## src/design/serial_port_regs.svh

```systemverilog
// register offsets, field positions and reset values for the start-stop serial port
// assumes an apb slave with 32-bit data, one aligned word per register
`ifndef SERIAL_PORT_REGS_SVH
`define SERIAL_PORT_REGS_SVH

`define RX_BUF_OFS      12'h000
`define TX_BUF_OFS      12'h004
`define BAUD_OFS        12'h008
`define STATUS_OFS      12'h00C
`define COMMAND_OFS     12'h010
`define MODEM_CMD_OFS   12'h014

// status bits
`define ST_TX_EMPTY     0
`define ST_RX_FULL      1
`define ST_OVERRUN      2
`define ST_FRAMING      3
`define ST_PARITY       4
`define ST_TX_INT       5
`define ST_TX_END_INT   6
`define ST_RX_INT       7
`define ST_ERR_INT      8
`define ST_TX_BUSY      9

// command bits
`define CM_MODE         0
`define CM_TX_EN        1
`define CM_RX_EN        2
`define CM_LEN7         3
`define CM_FLAG_MODE    4
`define CM_PAR_LO       5
`define CM_PAR_HI       6
`define CM_FLAG_VAL     7
`define CM_STOP2        8
`define CM_TXE_IE       9
`define CM_TXEND_IE     10
`define CM_RX_IE        11
`define CM_ERR_IE       12
`define CM_MASTER_IE    13
`define CM_WIDTH        14

// modem command bit
`define MC_AUTO_EN      8

// baud register: prescale in [15:8], adjust in [7:0]
`define BAUD_RESET      16'h01FF
`define OVERSAMPLE      16
`define SAMPLE_MID      7

`endif

```

## src/design/serial_port_pkg.sv

```systemverilog
// types shared by the serial port design
// assumes the register header is included by users of the constants
package serial_port_pkg;
  typedef enum logic [2:0] {
    TX_IDLE, TX_START, TX_DATA, TX_EXTRA, TX_STOP
  } tx_state_type;

  typedef enum logic [2:0] {
    RX_IDLE, RX_START, RX_DATA, RX_EXTRA, RX_STOP
  } rx_state_type;
endpackage

```

## src/design/baud_tick_gen.sv

```systemverilog
// baud tick generator: one pulse every prescale*(256-adjust) clocks
// assumes prescale and adjust are static register fields on the same clock
`timescale 1ns/10ps
`default_nettype none

module baud_tick_gen #(
  parameter int PRE_W = 8
) (
  input  wire logic             clk,
  input  wire logic             srst,
  input  wire logic [PRE_W-1:0] prescale,
  input  wire logic [7:0]       adjust,
  output logic                  tick
);
  logic [PRE_W-1:0] pre_cnt_ff;
  logic [8:0]       div_cnt_ff;
  logic [8:0]       div_top;
  logic             pre_wrap;

  if (PRE_W < 1 || PRE_W > 16) begin : g_bad_pre_w
    $error("baud_tick_gen: PRE_W out of range");
  end

  // prescale of zero is treated as one so the port never stalls
  assign pre_wrap = (pre_cnt_ff + {{(PRE_W-1){1'b0}}, 1'b1} >= prescale);
  assign div_top  = 9'h100 - {1'b0, adjust};

  always_ff @(posedge clk) begin
    if (srst) begin
      pre_cnt_ff <= '0;
      div_cnt_ff <= 9'h000;
      tick       <= 1'b0;
    end else begin
      tick <= 1'b0;
      if (pre_wrap) begin
        pre_cnt_ff <= '0;
        if (div_cnt_ff + 9'h001 >= div_top) begin
          div_cnt_ff <= 9'h000;
          tick       <= 1'b1;
        end else begin
          div_cnt_ff <= div_cnt_ff + 9'h001;
        end
      end else begin
        pre_cnt_ff <= pre_cnt_ff + {{(PRE_W-1){1'b0}}, 1'b1};
      end
    end
  end
endmodule

`default_nettype wire

```

## src/design/serial_port.sv

```systemverilog
// start-stop serial port with apb register access
// assumes rxd and cts come from pins; txd drives a pin directly
`timescale 1ns/10ps
`default_nettype none
`include "serial_port_regs.svh"

// Behaviour
// - start-stop mode when mode bit is zero
// - bit rate is clk/(16*n*(256-P))
// - start on enable, or enable plus cts
// - start bit, then 8 or 7 bits
// - parity even/odd, flag bit, or nothing
// - one or two stop bits sent
// - empty flag rises, transmit interrupt flag sets
// - frame end with empty buffer ends transmission
// - receive only when auto-enable off, enabled
// - falling edge starts; high start bit abandons
// - shift 8 or 7 received data bits
// - receive parity or flag bit per settings
// - only one stop bit examined
// - buffer keeps value on flag mismatch/overrun
// - receive-full sets, receive interrupt flag sets
// - full flag still set gives overrun
// - zero stop bit is framing error
// - parity mismatch sets parity error
// - any error flag raises error interrupt
module serial_port (
  input  wire logic        clk,
  input  wire logic        srst,
  input  wire logic        psel,
  input  wire logic        penable,
  input  wire logic        pwrite,
  input  wire logic [11:0] paddr,
  input  wire logic [31:0] pwdata,
  output logic [31:0]      prdata,
  output logic             pready,
  output logic             pslverr,
  input  wire logic        rxd,
  input  wire logic        cts,
  output logic             txd,
  output logic             irq
);
  logic [7:0]  rx_holding_buffer_ff;
  logic [7:0]  tx_holding_buffer_ff;
  logic [15:0] baud_rate_reg_ff;
  logic [`CM_WIDTH-1:0] serial_command_reg_ff;
  logic        auto_enable_ff;
  logic        tx_buffer_empty_flag_ff;
  logic        rx_buffer_full_flag_ff;
  logic        overrun_flag_ff;
  logic        framing_flag_ff;
  logic        parity_error_flag_ff;
  logic        tx_end_int_flag_ff;
  logic [1:0]  rxd_sync_ff;
  logic [1:0]  cts_sync_ff;
  logic        rxd_prev_ff;

  serial_port_pkg::tx_state_type tx_state_ff;
  serial_port_pkg::rx_state_type rx_state_ff;
  logic [3:0]  tx_os_ff;
  logic [2:0]  tx_bit_ff;
  logic [7:0]  tx_shift_ff;
  logic        tx_par_ff;
  logic        tx_stop2_ff;
  logic [3:0]  rx_os_ff;
  logic [2:0]  rx_bit_ff;
  logic [7:0]  rx_shift_ff;
  logic        rx_par_ff;
  logic        rx_extra_ff;

  logic        tick;
  logic        wr_en;
  logic        rd_en;
  logic        len7;
  logic        flag_mode;
  logic [1:0]  parity_field;
  logic        has_extra;
  logic        start_ok;
  logic        rx_allowed;
  logic        rx_fall;
  logic        tx_done;
  logic        rx_done;
  logic        rx_stop_bad;
  logic        rx_par_bad;
  logic        rx_flag_bad;
  logic        tx_take;
  logic        tx_empty_int_flag;
  logic        rx_full_int_flag;
  logic        error_int_flag;
  logic        master_int_enable;
  logic [31:0] status_word;
  logic [31:0] nxt_prdata;

  function automatic logic parity_of(input logic [7:0] d, input logic seven, input logic odd);
    parity_of = ^(seven ? {1'b0, d[6:0]} : d) ^ odd;
  endfunction

  baud_tick_gen #(
    .PRE_W (8)
  ) u_baud (
    .clk      (clk),
    .srst     (srst),
    .prescale (baud_rate_reg_ff[15:8]),
    .adjust   (baud_rate_reg_ff[7:0]),
    .tick     (tick)
  );

  assign wr_en = psel && penable && pwrite;
  assign rd_en = psel && !penable && !pwrite;

  assign len7              = serial_command_reg_ff[`CM_LEN7];
  assign flag_mode         = serial_command_reg_ff[`CM_FLAG_MODE];
  assign parity_field      = serial_command_reg_ff[`CM_PAR_HI:`CM_PAR_LO];
  assign master_int_enable = serial_command_reg_ff[`CM_MASTER_IE];
  // flag mode with nonzero parity field adds no extra bit
  assign has_extra = flag_mode ? (parity_field == 2'b00) : parity_field[1];

  // the core ignores the synchronous-clock mode; mode bit one keeps it quiet
  assign start_ok = !serial_command_reg_ff[`CM_MODE] && serial_command_reg_ff[`CM_TX_EN] &&
                    (!auto_enable_ff || cts_sync_ff[1]);
  assign rx_allowed = !serial_command_reg_ff[`CM_MODE] && !auto_enable_ff &&
                      serial_command_reg_ff[`CM_RX_EN];
  assign rx_fall = rxd_prev_ff && !rxd_sync_ff[1];

  assign tx_take = (tx_state_ff == serial_port_pkg::TX_IDLE) && !tx_buffer_empty_flag_ff &&
                   start_ok;
  assign tx_done = (tx_state_ff == serial_port_pkg::TX_STOP) && tick && tx_os_ff == 4'hF &&
                   !tx_stop2_ff;

  // stop bit is judged a full bit after the last data or extra-bit sample, at its centre
  assign rx_done     = (rx_state_ff == serial_port_pkg::RX_STOP) && tick &&
                       rx_os_ff == 4'hF;
  assign rx_stop_bad = !rxd_sync_ff[1];
  assign rx_par_bad  = !flag_mode && parity_field[1] &&
                       (parity_of(rx_shift_ff, len7, parity_field[0]) != rx_par_ff);
  assign rx_flag_bad = flag_mode && parity_field == 2'b00 &&
                       rx_extra_ff != serial_command_reg_ff[`CM_FLAG_VAL];

  assign tx_empty_int_flag = tx_buffer_empty_flag_ff && serial_command_reg_ff[`CM_TXE_IE] &&
                             master_int_enable;
  assign rx_full_int_flag  = rx_buffer_full_flag_ff && serial_command_reg_ff[`CM_RX_IE] &&
                             master_int_enable;
  assign error_int_flag    = (overrun_flag_ff || framing_flag_ff || parity_error_flag_ff) &&
                             serial_command_reg_ff[`CM_ERR_IE] && master_int_enable;

  always_comb begin
    status_word = 32'h0000_0000;
    status_word[`ST_TX_EMPTY]   = tx_buffer_empty_flag_ff;
    status_word[`ST_RX_FULL]    = rx_buffer_full_flag_ff;
    status_word[`ST_OVERRUN]    = overrun_flag_ff;
    status_word[`ST_FRAMING]    = framing_flag_ff;
    status_word[`ST_PARITY]     = parity_error_flag_ff;
    status_word[`ST_TX_INT]     = tx_empty_int_flag;
    status_word[`ST_TX_END_INT] = tx_end_int_flag_ff;
    status_word[`ST_RX_INT]     = rx_full_int_flag;
    status_word[`ST_ERR_INT]    = error_int_flag;
    status_word[`ST_TX_BUSY]    = tx_state_ff != serial_port_pkg::TX_IDLE;
  end

  always_comb begin
    case (paddr)
      `RX_BUF_OFS:    nxt_prdata = {24'h000000, rx_holding_buffer_ff};
      `TX_BUF_OFS:    nxt_prdata = {24'h000000, tx_holding_buffer_ff};
      `BAUD_OFS:      nxt_prdata = {16'h0000, baud_rate_reg_ff};
      `STATUS_OFS:    nxt_prdata = status_word;
      `COMMAND_OFS:   nxt_prdata = {{(32-`CM_WIDTH){1'b0}}, serial_command_reg_ff};
      `MODEM_CMD_OFS: nxt_prdata = {23'h000000, auto_enable_ff, 8'h00};
      default:        nxt_prdata = 32'h0000_0000;
    endcase
  end

  // read data is captured in setup so the access phase always answers in one cycle
  always_ff @(posedge clk) begin
    if (srst) begin
      prdata  <= 32'h0000_0000;
      pready  <= 1'b0;
      pslverr <= 1'b0;
    end else begin
      pready  <= psel && !penable;
      pslverr <= psel && !penable && paddr[11:0] > `MODEM_CMD_OFS;
      if (rd_en) begin
        prdata <= nxt_prdata;
      end
    end
  end

  always_ff @(posedge clk) begin
    if (srst) begin
      tx_holding_buffer_ff  <= 8'h00;
      baud_rate_reg_ff      <= `BAUD_RESET;
      serial_command_reg_ff <= '0;
      auto_enable_ff        <= 1'b0;
    end else if (wr_en) begin
      case (paddr)
        `TX_BUF_OFS:    tx_holding_buffer_ff  <= pwdata[7:0];
        `BAUD_OFS:      baud_rate_reg_ff      <= pwdata[15:0];
        `COMMAND_OFS:   serial_command_reg_ff <= pwdata[`CM_WIDTH-1:0];
        `MODEM_CMD_OFS: auto_enable_ff        <= pwdata[`MC_AUTO_EN];
        default:        ;
      endcase
    end
  end

  always_ff @(posedge clk) begin
    if (srst) begin
      rxd_sync_ff <= 2'b11;
      cts_sync_ff <= 2'b00;
      rxd_prev_ff <= 1'b1;
    end else begin
      rxd_sync_ff <= {rxd_sync_ff[0], rxd};
      cts_sync_ff <= {cts_sync_ff[0], cts};
      rxd_prev_ff <= rxd_sync_ff[1];
    end
  end

  // status flags: hardware set wins over a software clear in the same cycle
  always_ff @(posedge clk) begin
    if (srst) begin
      tx_buffer_empty_flag_ff <= 1'b1;
      rx_buffer_full_flag_ff  <= 1'b0;
      overrun_flag_ff         <= 1'b0;
      framing_flag_ff         <= 1'b0;
      parity_error_flag_ff    <= 1'b0;
      tx_end_int_flag_ff      <= 1'b0;
    end else begin
      if (tx_take) begin
        tx_buffer_empty_flag_ff <= 1'b1;
      end else if (wr_en && paddr == `STATUS_OFS && !pwdata[`ST_TX_EMPTY]) begin
        tx_buffer_empty_flag_ff <= 1'b0;
      end
      if (rx_done && !rx_flag_bad && !rx_buffer_full_flag_ff) begin
        rx_buffer_full_flag_ff <= 1'b1;
      end else if (wr_en && paddr == `STATUS_OFS && !pwdata[`ST_RX_FULL]) begin
        rx_buffer_full_flag_ff <= 1'b0;
      end
      if (rx_done && rx_buffer_full_flag_ff) begin
        overrun_flag_ff <= 1'b1;
      end else if (wr_en && paddr == `STATUS_OFS && !pwdata[`ST_OVERRUN]) begin
        overrun_flag_ff <= 1'b0;
      end
      if (rx_done && rx_stop_bad) begin
        framing_flag_ff <= 1'b1;
      end else if (wr_en && paddr == `STATUS_OFS && !pwdata[`ST_FRAMING]) begin
        framing_flag_ff <= 1'b0;
      end
      if (rx_done && rx_par_bad) begin
        parity_error_flag_ff <= 1'b1;
      end else if (wr_en && paddr == `STATUS_OFS && !pwdata[`ST_PARITY]) begin
        parity_error_flag_ff <= 1'b0;
      end
      if (tx_done && tx_buffer_empty_flag_ff && serial_command_reg_ff[`CM_TXEND_IE] &&
          master_int_enable) begin
        tx_end_int_flag_ff <= 1'b1;
      end else if (!serial_command_reg_ff[`CM_TXEND_IE] || !master_int_enable ||
                   (wr_en && paddr == `STATUS_OFS && !pwdata[`ST_TX_END_INT])) begin
        tx_end_int_flag_ff <= 1'b0;
      end
    end
  end

  always_ff @(posedge clk) begin
    if (srst) begin
      rx_holding_buffer_ff <= 8'h00;
    end else if (rx_done && !rx_flag_bad && !rx_buffer_full_flag_ff) begin
      rx_holding_buffer_ff <= len7 ? {1'b0, rx_shift_ff[6:0]} : rx_shift_ff;
    end
  end

  // transmitter: each bit lasts sixteen ticks
  always_ff @(posedge clk) begin
    if (srst) begin
      tx_state_ff <= serial_port_pkg::TX_IDLE;
      tx_os_ff    <= 4'h0;
      tx_bit_ff   <= 3'h0;
      tx_shift_ff <= 8'h00;
      tx_par_ff   <= 1'b0;
      tx_stop2_ff <= 1'b0;
      txd         <= 1'b1;
    end else begin
      case (tx_state_ff)
        serial_port_pkg::TX_IDLE: begin
          txd <= 1'b1;
          if (tx_take) begin
            tx_shift_ff <= tx_holding_buffer_ff;
            tx_par_ff   <= flag_mode ? serial_command_reg_ff[`CM_FLAG_VAL] :
                           parity_of(tx_holding_buffer_ff, len7, parity_field[0]);
            tx_state_ff <= serial_port_pkg::TX_START;
            tx_os_ff    <= 4'h0;
            txd         <= 1'b0;
          end
        end
        serial_port_pkg::TX_START: begin
          if (tick) begin
            tx_os_ff <= tx_os_ff + 4'h1;
            if (tx_os_ff == 4'hF) begin
              tx_state_ff <= serial_port_pkg::TX_DATA;
              tx_bit_ff   <= 3'h0;
              txd         <= tx_shift_ff[0];
            end
          end
        end
        serial_port_pkg::TX_DATA: begin
          if (tick) begin
            tx_os_ff <= tx_os_ff + 4'h1;
            if (tx_os_ff == 4'hF) begin
              tx_shift_ff <= {1'b0, tx_shift_ff[7:1]};
              tx_bit_ff   <= tx_bit_ff + 3'h1;
              if (tx_bit_ff == (len7 ? 3'h6 : 3'h7)) begin
                tx_stop2_ff <= serial_command_reg_ff[`CM_STOP2];
                tx_state_ff <= has_extra ? serial_port_pkg::TX_EXTRA : serial_port_pkg::TX_STOP;
                txd         <= has_extra ? tx_par_ff : 1'b1;
              end else begin
                txd <= tx_shift_ff[1];
              end
            end
          end
        end
        serial_port_pkg::TX_EXTRA: begin
          if (tick) begin
            tx_os_ff <= tx_os_ff + 4'h1;
            if (tx_os_ff == 4'hF) begin
              tx_state_ff <= serial_port_pkg::TX_STOP;
              txd         <= 1'b1;
            end
          end
        end
        serial_port_pkg::TX_STOP: begin
          if (tick) begin
            tx_os_ff <= tx_os_ff + 4'h1;
            if (tx_os_ff == 4'hF) begin
              if (tx_stop2_ff) begin
                tx_stop2_ff <= 1'b0;
              end else begin
                tx_state_ff <= serial_port_pkg::TX_IDLE;
              end
            end
          end
        end
        default: tx_state_ff <= serial_port_pkg::TX_IDLE;
      endcase
    end
  end

  // receiver: start bit sampled at the eighth tick after the detected falling edge, later bits every sixteen ticks
  always_ff @(posedge clk) begin
    if (srst) begin
      rx_state_ff <= serial_port_pkg::RX_IDLE;
      rx_os_ff    <= 4'h0;
      rx_bit_ff   <= 3'h0;
      rx_shift_ff <= 8'h00;
      rx_par_ff   <= 1'b0;
      rx_extra_ff <= 1'b0;
    end else if (!rx_allowed) begin
      rx_state_ff <= serial_port_pkg::RX_IDLE;
    end else begin
      case (rx_state_ff)
        serial_port_pkg::RX_IDLE: begin
          rx_os_ff <= 4'h0;
          if (rx_fall) begin
            rx_state_ff <= serial_port_pkg::RX_START;
          end
        end
        serial_port_pkg::RX_START: begin
          if (tick) begin
            rx_os_ff <= rx_os_ff + 4'h1;
            if (rx_os_ff == 4'(`SAMPLE_MID)) begin
              rx_os_ff  <= 4'h0;
              rx_bit_ff <= 3'h0;
              rx_state_ff <= rxd_sync_ff[1] ? serial_port_pkg::RX_IDLE :
                             serial_port_pkg::RX_DATA;
            end
          end
        end
        serial_port_pkg::RX_DATA: begin
          if (tick) begin
            rx_os_ff <= rx_os_ff + 4'h1;
            if (rx_os_ff == 4'hF) begin
              rx_shift_ff <= len7 ? {1'b0, rxd_sync_ff[1], rx_shift_ff[6:1]} :
                             {rxd_sync_ff[1], rx_shift_ff[7:1]};
              rx_bit_ff   <= rx_bit_ff + 3'h1;
              if (rx_bit_ff == (len7 ? 3'h6 : 3'h7)) begin
                rx_state_ff <= has_extra ? serial_port_pkg::RX_EXTRA : serial_port_pkg::RX_STOP;
              end
            end
          end
        end
        serial_port_pkg::RX_EXTRA: begin
          if (tick) begin
            rx_os_ff <= rx_os_ff + 4'h1;
            if (rx_os_ff == 4'hF) begin
              rx_par_ff   <= rxd_sync_ff[1];
              rx_extra_ff <= rxd_sync_ff[1];
              rx_state_ff <= serial_port_pkg::RX_STOP;
            end
          end
        end
        serial_port_pkg::RX_STOP: begin
          if (tick) begin
            rx_os_ff <= rx_os_ff + 4'h1;
            if (rx_os_ff == 4'hF) begin
              rx_state_ff <= serial_port_pkg::RX_IDLE;
            end
          end
        end
        default: rx_state_ff <= serial_port_pkg::RX_IDLE;
      endcase
    end
  end

  always_ff @(posedge clk) begin
    if (srst) begin
      irq <= 1'b0;
    end else begin
      irq <= tx_empty_int_flag || tx_end_int_flag_ff || rx_full_int_flag || error_int_flag;
    end
  end
endmodule

`default_nettype wire

```

## config.mk

```make
export PLATFORM = sky130hd
export DESIGN_NAME = serial_port
export DESIGN_NICKNAME = d
export VERILOG_FILES = /design/src/design/serial_port_pkg.sv /design/src/design/baud_tick_gen.sv /design/src/design/serial_port.sv
export VERILOG_INCLUDE_DIRS = /design/src /design/src/design
export SDC_FILE = /design/constraint.sdc
export NUM_CORES = 1
export LEC_CHECK = 0
export ABC_AREA = 1
export BUFFER_PORTS_ARGS = -buffer_cell sky130_fd_sc_hd__buf_2
export CAP_MARGIN = 20
export CORE_UTILIZATION = 53
export DETAILED_ROUTE_END_ITERATION = 6
export HOLD_SLACK_MARGIN = 0.08
export PLACE_DENSITY = 0.75
export SLEW_MARGIN = 10
export SYNTH_ARGS = -nofsm -noshare
export SYNTH_HDL_FRONTEND = slang
export SYNTH_SLANG_ARGS = --single-unit
```

## constraint.sdc

```tcl
create_clock -name clk -period 2.6 [get_ports clk]
set_clock_uncertainty 0.2 [all_clocks]
set_input_delay 0.26 -clock clk [delete_from_list [all_inputs] [get_ports clk]]
set_output_delay 0.26 -clock clk [all_outputs]
set_load 0.02 [all_outputs]
```

Yosys cells after proc, flatten, opt, wreduce, memory -nomap -nowiden
Cells that the tools add are included.
{"block": "word_totals", "register_bits": 151, "latch_bits": 0, "mem_bits_rw": 0, "rom_bits": 0, "input_bits": 51, "out_inout_bits": 36, "word_cells": 280, "n_memories": 0}
{"block": "op_classes", "add_sub_neg": 7, "mul": 0, "div_mod_pow": 0, "n_lt_le_gt_ge": 3, "eq_ne": 43, "shift": 0, "muxes": 81, "n_bitwise": 4, "n_reduce_logical": 109}
{"operator": "one-hot mux 16 bit (6 select lines)", "n": 1}
{"operator": "2-to-1 mux 3 bit", "n": 30}
{"operator": "2-to-1 mux 8 bit", "n": 6}
{"operator": "logical AND 1 bit", "n": 42}
{"operator": "one-hot mux 3 bit (5 select lines)", "n": 2}
{"operator": "2-to-1 mux 1 bit", "n": 28}
{"operator": "equality test 12 x 4 -> 1 bit, second input constant", "n": 2}
{"operator": "equality test 12 x 5 -> 1 bit, second input constant", "n": 2}
{"operator": "!= test 2 x 1 -> 1 bit, second input constant", "n": 12}
{"operator": "!= test 2 bit, second input constant", "n": 11}
{"operator": "2-to-1 mux 4 bit", "n": 5}
{"operator": "nonzero test 2 bit", "n": 10}
{"operator": "zero test 1 bit", "n": 18}
{"operator": "one-hot mux 8 bit (2 select lines)", "n": 1}
{"operator": "AND reduction 4 bit", "n": 4}
{"operator": "parity 8 bit", "n": 2}
{"operator": "equality test 12 x 3 -> 1 bit, second input constant", "n": 1}
{"operator": "equality test 3 x 2 -> 1 bit, second input constant", "n": 4}
{"operator": "greater-than comparator 12 x 5 -> 1 bit, second input constant", "n": 1}
{"operator": "zero test 12 bit", "n": 1}
{"operator": "one-hot mux 3 bit (2 select lines)", "n": 2}
{"operator": "one-hot mux 4 bit (3 select lines)", "n": 1}
{"operator": "AND reduction 6 bit", "n": 2}
{"operator": "AND reduction 11 bit", "n": 1}
{"operator": "33 further kinds", "n": 58}

Longest topological paths before layout
Gate-level depths: netlist of the first run.
{"block": "logic_depth", "word_depth": 8, "ltp_mapped": 16, "mapped_depth_nobuf": 16}

Hierarchy
Synthesis of the first run repeated with hierarchy kept, for this count alone.
{"block": "unflattened", "hier_cells": 1095, "hier_area_um2": 7511.0}
{"module": "serial_port", "instances": 1, "cells_each": 900, "area_per_inst_um2": 6059.6, "seq_area_each_um2": 2342.2}
{"module": "baud_tick_gen", "instances": 1, "cells_each": 195, "area_per_inst_um2": 1451.4, "seq_area_each_um2": 360.3}

Worst setup path after synthesis of the first run
No wires, ideal clock.
{"block": "synth_path", "path_kind": "reg-to-reg", "from": "register u_baud.pre_cnt_ff[0]", "to": "register u_baud.div_cnt_ff[1]", "setup_ns": 0.127, "arrival_time_ns": 2.191, "t_required_ns": 2.274, "setup_slack_ns": 0.083, "path_stages_with_launch": 14, "path_buffers": 0, "period_less_slack_ns": 2.517, "path_cell_list": "dfxtp_1 > nand3_1 > nand3b_1 > nand3b_1 > xor2_1 > inv_1 > ha_1 > nand2_1 > nor2_1 > nand4_1 > nand3_1 > clkinv_1 > nand2_1 > o21ai_0"}
{"block": "synth_via", "elab_chain_len": 2}
{"item": "start: declaration", "line_no": "baud_tick_gen.sv:15", "text": "logic [PRE_W-1:0] pre_cnt_ff;"}
{"item": "start signal: assignment", "line_no": "baud_tick_gen.sv:44", "text": "pre_cnt_ff <= pre_cnt_ff + {{(PRE_W-1){1'b0}}, 1'b1};"}
{"item": "adder 8 x 1 -> 8 bit", "line_no": "baud_tick_gen.sv:25", "text": "assign pre_wrap = (pre_cnt_ff + {{(PRE_W-1){1'b0}}, 1'b1} >= prescale);"}
{"item": ">= comparator 8 bit", "line_no": "baud_tick_gen.sv:25"}
{"item": "end signal: assignment", "line_no": "baud_tick_gen.sv:41", "text": "div_cnt_ff <= div_cnt_ff + 9'h001;"}
{"item": "end: declaration", "line_no": "baud_tick_gen.sv:16", "text": "logic [8:0] div_cnt_ff;"}
Every way passes these cells.
A chain may end at the register's enable or synchronous reset.

Worst setup path in the final report of the first run
{"block": "layout_path", "from": "register u_baud.div_cnt_ff[1]", "to": "register u_baud.div_cnt_ff[0]"}
{"block": "layout_via", "elab_chain_len": 3}
{"item": "adder 9 x 1 -> 9 bit", "line_no": "baud_tick_gen.sv:37", "text": "if (div_cnt_ff + 9'h001 >= div_top) begin"}
{"item": ">= comparator 9 bit", "line_no": "baud_tick_gen.sv:37"}
{"item": "2-to-1 mux 9 bit", "line_no": "baud_tick_gen.sv:37"}
Every way passes these cells.

==> run metrics, run 1 <==
first-pass GRT wire length 30100 um; Longest Clk Path Bufs 2; largest fanout on the critical path 3; min-delay worst type input pin to flop; largest net degree at the start of global routing 62; PnR Total Power 5.36 mW; critical path data arrival time 2690 ps; top post-synthesis cells by area dfxtp_1 38%, nand2_1 12%, inv_1 6.6%; fin nets 1203; warnings from Yosys 0; LEAKAGE 3.80 nW; area of the core 0.0132 mm^2; root buf cell clkbuf_16; share of Yosys cell area claimed by the top area cell type 0.378; Clk Latency, worst-skew pair 430 ps; clock sink count 135; count of cell types in the netlist 47; Final Slew Violations 0; relative slew slack 0.440; total negative slack 0 ps; multi-input logic area 0.00392 mm^2; Switching Power 1.27 mW; die height 118 um; share of cells above drive strength 1 0.165; post-route cell area 0.00873 mm^2; Sw Ratio 0.237; Seq/Total Area, Yosys 0.378; RSZ-0062 raised after global routing yes; DR WL/cell 14.0 um; row count 42; Detailed Route WL 18500 um; crit end category flop; power share of the sequential group 0.398; Tmin final 2520 ps; ys async rst share 0; period utilization 0.970; vias in the first global route 6482; CTS tree done; Final Hold Viols 0; cts bufs inserted 17; power per standard cell area 614 mW/mm^2; H-tree depth 4; max-cap violation count 0; Reg area 0.00271 mm^2; Diodes inserted 0; P&R area growth vs syn 22.2%; # port buffers 54; prevailing post-synth register cell dfxtp_1; number of synthesized flops with an enable pin 0; fillers 1141; Int Pwr 4.09 mW; Fmax 396 MHz; Synth Cell Area 0.00715 mm^2; Hold Slack 107 ps; drt pass-1 iters 5; antenna-violating nets left 0; initial antenna violation count 0; clock-pin slew on the worst setup and hold paths 60 ps; Yosys top cell by area dfxtp_1; Clock power frac 0.501; Avg Inst Size Synth 6.92 um^2; Die W 118 um; Setup violations, final 0; Comb pwr share 0.101; Yosys reg bits 135; Vias/cell 5.40; Placed Instance Area 0.00760 mm^2; pre-CTS setup slack -80.4 ps; # DRC 0; dpl hpwl 12700 um; Crit path required time 2760 ps; internal reg-to-reg setup slack 80 ps; First DRT Iteration DRCs 566; io pins 87; Peak VDD IR 0.441 mV; gr usage total 0.270; RePlAce Congestion 0.892; initial cell density of the core 0.542; Worst-Margin Slew 838 ps; Crit Path Class flop to flop; Synth Instances 1033; nature of the critical path startpoint flop; Die ar. 0.0140 mm^2; total gr overflow 0; fin worst setup slack 77.9 ps; status finished clean; vias 7096
==> layout make-up <==
class                      instances  area share
multi-input combinational        735       0.449
sequential                       135       0.310
tap                              176      0.0252
timing repair inverter             2     0.00129
clock inverter                     9      0.0228
clock buffer                      21      0.0516
timing repair buffer             102      0.0808
inverter                         135      0.0585
==> layout by cell type, fill, tap and decap left out, types with 6 or more instances in the layout <==
master,count
inv_2,13
xnor2_1,6
dfxtp_1,129
nand2_1,226
ha_1,19
bufinv_16,6
a211oi_1,9
a21oi_1,87
o21ai_1,13
clkbuf_16,17
nor3_1,7
or2_2,6
dlygate4sd3_1,22
dfxtp_2,6
nand4_1,11
nand3_2,9
inv_1,121
buf_2,54
nand3_1,67
xor2_1,16
nand2_2,7
conb_1,16
nor2_4,6
nor2_1,99
buf_4,23
a31oi_1,8
o21ai_0,71
o22ai_1,6
==> worst max-delay path, stage by stage (launching register included) <==
cell and delay, ps:
dfxtp_2 350, ha_4 140, nand2_2 60, inv_2 70
nand3_2 80, nor2_1 100, nand2_1 60, xor2_1 140
inv_1 130, ha_4 220, buf_6 110, a21oi_2 110
o21a_1 130, nand4_1 190, buf_4 190, nor2_2 70
nand2_1 50, nand2_1 50
==> what timing repair did <==
| item | CTS | global route |
|---|---|---|
| endpoints found under the hold margin | 49 | 0 |
| setup buffers | 2 | 5 |
| gates cloned | 1 | 1 |
| setup endpoints to repair | 10 | 18 |
| gates resized for setup | 15 | 45 |
| pin swaps | 5 | 16 |
| hold buffers | 22 | 0 |
==> per-layer routing <==
| metal | share of wire | GRT usage |
|---|---|---|
| met1 | 0.44 | 0.344 |
| met2 | 0.47 | 0.439 |
| met3 | 0.055 | 0.0518 |
| met4 | 0.033 | 0.131 |
| met5 | 0 | 0 |
==> cells in the mapped netlist (all sizes together) (15+ instances only) <==
cell type	instances
buf	28
clkbuf	15
ha	24
a21oi	91
nor2	110
nand2	235
nand3	78
xor2	17
inv	133
dfxtp	135
o21ai	85
==> stage by stage <==
step / instances / util
2_1_floorplan: 1048 / -
3_3_place_gp: 1254 / 0.576
3_5_place_dp: 1254 / 0.576
4_1_cts: 1309 / 0.647
5_1_grt: 1315 / 0.662
6_report: 1315 / 0.662
==> worst paths after layout <==
kind	startpoint	to	cells after the start
setup reg to reg	u_baud.div_cnt_ff[1]	u_baud.div_cnt_ff[0]	17
hold reg to reg	cts_sync_ff[0]	cts_sync_ff[1]	2
setup / recovery	u_baud.div_cnt_ff[1]	u_baud.div_cnt_ff[0]	17
hold / removal	paddr[2]	pslverr	5
==> flip-flops by register name (all words and copies together), names as in the netlist, 3 cells and up <==
register	count
rx_os_ff	4
rx_holding_buffer_ff	8
tx_shift_ff	8
tx_holding_buffer_ff	8
baud_rate_reg_ff	16
tx_os_ff	4
rx_bit_ff	3
rx_shift_ff	8
tx_state_ff	3
tx_bit_ff	3
rx_state_ff	3
u_baud.pre_cnt_ff	8
prdata	16
serial_command_reg_ff	14
u_baud.div_cnt_ff	9
==> power groups by stage <==
| stage | Sequential (mW) | Clock, mW | Combinational, mW |
|---|---|---|---|
| floorplan | 2.18 | 0 | 0.376 |
| global placement | 2.17 | 0 | 0.493 |
| detailed placement | 2.17 | 0 | 0.499 |
| CTS | 2.13 | 2.71 | 0.537 |
| global route | 2.14 | 2.80 | 0.612 |
| finish | 2.13 | 2.68 | 0.544 |
==> cell families (layout without fill, tap and decap cells) <==
logic type | after synthesis | count (layout) | synth area share
simple gates | 463 | 463 | 0.287
compound gates | 209 | 209 | 0.159
buf+inv | 178 | 269 | 0.105
flops | 135 | 135 | 0.378
fa+ha+maj | 24 | 24 | 0.0420
xor+xnor | 23 | 23 | 0.0282
other cells | 1 | 16 | 0.000525
No activity file was read; power rests on OpenSTA's default activity.
==> run 2, diff against run 1 <==
--- a/config.mk
+++ b/config.mk
@@ -7,7 +7,8 @@
 export NUM_CORES = 1
 export LEC_CHECK = 0
 export ABC_AREA = 1
-export BUFFER_PORTS_ARGS = -buffer_cell sky130_fd_sc_hd__buf_2
+export ABC_CLOCK_PERIOD_IN_PS = 2600
+export BUFFER_PORTS_ARGS = -buffer_cell sky130_fd_sc_hd__buf_4
 export CAP_MARGIN = 20
 export CORE_UTILIZATION = 53
 export DETAILED_ROUTE_END_ITERATION = 6
==> run metrics, run 2 (synthesis results as in run 1) <==
status finished clean; max-cap violation count 0 (unchanged); Hold Slack 89.8 ps (-17.5 ps); initial antenna violation count 0 (unchanged); final core occ 0.675 (+0.0130); Clk Latency, worst-skew pair 420 ps (about the same); Vias/cell 5.33 (-1.3%); Diodes inserted 0 (unchanged); fin nets 1208 (+0.42%); relative slew slack 0.585 (+0.145); drt pass-1 iters 5 (unchanged); Tmin final 2560 ps (+42.0 ps); P&R area growth vs syn 24.5%; crit end category flop; multi-input logic area 0.00391 mm^2 (-0.32%); initial cell density of the core 0.542 (unchanged); nature of the critical path startpoint flop; Reg area 0.00271 mm^2 (unchanged); largest fanout on the critical path 4 (+1); cts bufs inserted 17 (unchanged); worst path cell trace inv_2 -> ha_4 -> nand3_4 -> nor2_2 -> nand2_1 -> or3_4 -> ha_4 -> buf_6 -> a21oi_4 -> o21a_1 -> nand4_1 -> buf_4 -> nor2_1 -> nand2_1 -> nand2_1; largest net degree at the start of global routing 51 (-18%); # DRC 0 (unchanged); # port buffers 54 (unchanged); Final Slew Violations 0 (unchanged); Final Hold Viols 0 (unchanged); fillers 1126 (-1.3%); first-pass GRT wire length 30400 um (+1.1%); Peak VDD IR 0.470 mV (+6.7%); Crit path required time 2760 ps (about the same); Die ar. 0.0140 mm^2 (unchanged); period utilization 0.986 (+0.0161); total gr overflow 0 (unchanged); dpl hpwl 12800 um (+0.98%); vias in the first global route 6601 (+1.8%); clock sink count 135 (unchanged); area of the core 0.0132 mm^2 (unchanged); root buf cell clkbuf_16; RSZ-0062 raised after global routing yes; min-delay worst type input pin to flop; io pins 87 (unchanged); post-route cell area 0.00890 mm^2 (+2.0%); Largest stage delay, worst path 340 ps (about the same); largest registers baud_rate_reg_ff: 16 flops, prdata: 16 flops, serial_command_reg_ff: 14 flops; vias 7041 (-0.78%); Worst-Margin Slew 620 ps (-218 ps); PnR Total Power 5.36 mW (about the same); Crit Path Class flop to flop; share of cells above drive strength 1 0.170 (+0.00510); most frequent CP cell nand2_1; First DRT Iteration DRCs 611 (+8.0%); Longest Clk Path Bufs 2 (unchanged); Die W 118 um (unchanged); die height 118 um (unchanged); H-tree depth 4 (unchanged); CTS tree done; gr usage total 0.273 (+0.00283); row count 42 (unchanged); antenna-violating nets left 0 (unchanged); clock-pin slew on the worst setup and hold paths 60 ps (about the same); DR WL/cell 14.1 um (+0.58%); RePlAce Congestion 0.877 (-1.7%); Setup violations, final 0 (unchanged); LEAKAGE 3.83 nW (+0.86%); most frequent cells in the layout 225 x nand2_1, 129 x dfxtp_1, 121 x inv_1, 98 x nor2_1, 88 x a21oi_1; power per standard cell area 602 mW/mm^2 (-2.0%); most common cell after layout, fill and taps aside nand2_1; Fmax 390 MHz (-1.6%); critical path data arrival time 2730 ps (+40 ps); Slowest-stage cell, CP dfxtp_2; Detailed Route WL 18700 um (+1.1%); Placed Instance Area 0.00779 mm^2 (+2.4%)
run 2: cell types whose count changed in the layout (fill, tap and decap cells not counted), moves of 2 or more:
cell / delta
a21oi_2: -2
buf_2: -54
buf_4: +57
clkinvlp_4: +4
nand2_2: +2
nand3_2: -2
nor3_4: -2
o21ai_1: -2
o21ai_2: +2
run 2: report_power, final:
part / internal [mW] / leakage, nW / switching (mW) / total [mW]
sequential: 2.11 / 1.09 / 0.0262 / 2.13
clock: 1.73 / 0.303 / 0.921 / 2.65
combinational: 0.201 / 2.44 / 0.376 / 0.577
total: 4.03 / 3.83 / 1.32 / 5.36
run 2: stage by stage:
stage,worst slack [ps],TNS [ps],instances
finish,35.9,0,1322
global route,-99.1,-693,1322
CTS,-25.6,-81.5,1317
detailed placement,-65.0,-435,1259
global placement,0.624,0,1259
floorplan,82.8,0,1048
run 2: worst paths after layout:
kind | end | slack, ps | from | cells past startpoint
max | u_baud.div_cnt_ff[0] | 40 | baud_rate_reg_ff[0] | 15
min | auto_enable_ff | 90 | paddr[0] | 6
max reg2reg | u_baud.div_cnt_ff[0] | 40 | baud_rate_reg_ff[0] | 15
min reg2reg | rxd_sync_ff[1] | 210 | rxd_sync_ff[0] | 1
run 2: repair_timing:
| item | CTS | global route |
|---|---|---|
| resized for setup | 15 | 44 |
| pin swaps | 7 | 16 |
| endpoints found under the setup margin | 10 | 18 |
| endpoints found under the hold margin | 51 | 0 |
| cloned | 1 | 1 |
| hold buffers | 23 | 0 |
| setup buffers | 2 | 4 |
run 2: area by class of cell:
cell class | count | share of cell area
inverters | 135 | 0.0574
multi-input cells | 735 | 0.439
repair buffers | 107 | 0.100
clock buffers | 20 | 0.0502
clock inverters | 12 | 0.0224
flip-flops and latches | 135 | 0.305
repair inverters | 2 | 0.00127
well taps | 176 | 0.0247
run 2: metal layers:
metal,track usage,wire [um],vias up
li1,-,-,3546
met1,0.330,8050,3252
met2,0.468,9200,204
met3,0.0649,1010,39
met4,0.103,403,0
met5,0,0,-
run 2: critical path, delay by kind of cell, from the launching register on:
family | cells | cell delay, ps
adder cells (fa/ha/maj) | 2 | 400
flip-flops | 1 | 340
AND/OR/NAND/NOR | 8 | 930
buffers and inverters | 3 | 380
AO/OA/AOI/OAI | 2 | 240
==> run 3, diff against run 2 <==
--- a/config.mk
+++ b/config.mk
@@ -10,6 +10,7 @@
 export ABC_CLOCK_PERIOD_IN_PS = 2600
 export BUFFER_PORTS_ARGS = -buffer_cell sky130_fd_sc_hd__buf_4
 export CAP_MARGIN = 20
+export CORE_MARGIN = 2
 export CORE_UTILIZATION = 53
 export DETAILED_ROUTE_END_ITERATION = 6
 export HOLD_SLACK_MARGIN = 0.08
==> run metrics, run 3 (synthesis results as in run 1) <==
crit end category flop; Sw Ratio 0.262 (+0.0150); Switching Power 1.34 mW (+1.6%); fin worst setup slack 72.0 ps (+36.1 ps); most frequent cells in the layout 226 x nand2_1, 128 x dfxtp_1, 120 x inv_1, 98 x nor2_1, 88 x buf_4; initial cell density of the core 0.542 (unchanged); fin nets 1219 (+0.91%); clock-pin slew on the worst setup and hold paths 60 ps (about the same); antenna-violating nets left 0 (unchanged); max-cap violation count 0 (unchanged); non-filler cells, final 1333 (+0.83%); Crit Path Class flop to flop; post-route cell area 0.00893 mm^2 (+0.37%); Final Hold Viols 0 (unchanged); Comb pwr share 0.112 (+0.004); DR WL/cell 14.1 um (-0.33%); hold depth 5 (-1); Largest stage delay, worst path 370 ps (+30 ps); PnR Total Power 5.13 mW (-4.2%); P&R area growth vs syn 25.0%; Crit path required time 2720 ps (-40 ps); Int Pwr 3.79 mW (-6.1%); Placed Instance Area 0.00779 mm^2 (about the same); gr usage total 0.263 (-0.0105); Die W 120 um (+1.7%); placed instance count 1261 (+0.16%); Peak VDD IR 0.492 mV (+4.7%); vias in the first global route 6608 (+0.11%); Clock power frac 0.473 (-0.021); fillers 1151 (+2.2%); initial antenna violation count 0 (unchanged); final core occ 0.677 (+0.00247); die height 120 um (+1.7%); first-pass GRT wire length 30400 um (about the same); largest net degree at the start of global routing 62 (+22%); total negative slack 0 ps (unchanged); critical path data arrival time 2650 ps (-80 ps); Die ar. 0.0144 mm^2 (+3.4%); relative slew slack 0.534 (-0.0513); # DRC 0 (unchanged); io pins 87 (unchanged); largest registers baud_rate_reg_ff: 16 flops, prdata: 16 flops, serial_command_reg_ff: 14 flops; RSZ-0062 raised after global routing yes; dpl hpwl 12800 um (about the same); Fmax 396 MHz (+1.4%); min-delay worst type input pin to flop; period utilization 0.972 (-0.0139); nature of the critical path startpoint flop; First DRT Iteration DRCs 554 (-9.3%); Tmin final 2530 ps (-36.1 ps); most common cell after layout, fill and taps aside nand2_1; RePlAce Congestion 0.914 (+4.2%); Clk Latency, worst-skew pair 430 ps (about the same); CTS tree done; Detailed Route WL 18800 um (+0.50%); status finished clean; Hold Slack 96.9 ps (+7.14 ps); Vias/cell 5.24 (-1.7%); H-tree depth 4 (unchanged); drt pass-1 iters 5 (unchanged); Worst-Margin Slew 699 ps (+78.8 ps); Final Slew Violations 0 (unchanged); largest fanout on the critical path 4 (unchanged); root buf cell clkbuf_16; # port buffers 54 (unchanged); share of cells above drive strength 1 0.178 (+0.00789); power per standard cell area 574 mW/mm^2 (-4.5%); Setup violations, final 0 (unchanged); worst path cell trace inv_4 -> ha_4 -> nand3_2 -> nor2_1 -> nand2_1 -> or3_4 -> ha_4 -> buf_6 -> a21oi_2 -> o21a_1 -> nand4_1 -> inv_2 -> buf_6 -> nor2_1; Diodes inserted 0 (unchanged); total gr overflow 0 (unchanged); pre-CTS setup slack -63.5 ps (+1.49 ps); power share of the sequential group 0.415 (+0.017); cts bufs inserted 17 (unchanged); worst r2r path cells 14 (-1); Longest Clk Path Bufs 2 (unchanged); LEAKAGE 3.87 nW (+1.1%); row count 42 (unchanged); area of the core 0.0132 mm^2 (unchanged); vias 6982 (-0.84%); Slowest-stage cell, CP dfxtp_4; clock sink count 135 (unchanged)
run 3: path summary, 6_finish.rpt:
path	slack, ps	startpoint	end
max	70	baud_rate_reg_ff[0]	u_baud.tick
min reg2reg	210	rxd_sync_ff[0]	rxd_sync_ff[1]
min	100	paddr[2]	pslverr
max reg2reg	70	baud_rate_reg_ff[0]	u_baud.tick
run 3: critical path: cells and delay by family, from the launching register on:
family,cells,cell delay [ps]
DFF,1,370
buffers and inverters,4,430
adders and majority gates,2,350
AOI/OAI and AO/OA,2,240
and+or+nand+nor,6,820
run 3: metal layers:
layer,global-route usage,vias to the layer above,routed length [um]
met2,0.444,189,9000
met5,0,-,0
li1,-,3556,-
met4,0.110,0,491
met1,0.321,3202,8250
met3,0.0599,35,1020
run 3: repair_timing:
action | 4_1_cts | 5_1_grt
buffers inserted | 3 | 8
endpoints found under the setup margin | 9 | 24
hold endpoints to repair | 53 | 0
gates resized for setup | 12 | 50
pin swaps | 5 | 15
cloned | 1 | 0
hold buffers | 28 | 0
run 3: power by group through the flow:
stage          Combinational [mW]  Clock, mW  Sequential, mW
2_1_floorplan               0.376          0            2.18
3_3_place_gp                0.519          0            2.17
3_5_place_dp                0.524          0            2.17
4_1_cts                     0.563       2.43            2.13
5_1_grt                     0.638       2.54            2.13
6_report                    0.575       2.43            2.13
run 3: cell type report:
cell class | instances | area, um^2 | area share
Timing Repair inverter | 1 | 3.75 | 0.000420
Inverter | 135 | 513 | 0.0574
Sequential cell | 135 | 2710 | 0.304
Clock inverter | 11 | 123 | 0.0137
Tap cell | 176 | 220 | 0.0247
Clock buffer | 21 | 470 | 0.0527
Timing Repair Buffer | 119 | 983 | 0.110
Multi-Input combinational cell | 735 | 3910 | 0.437
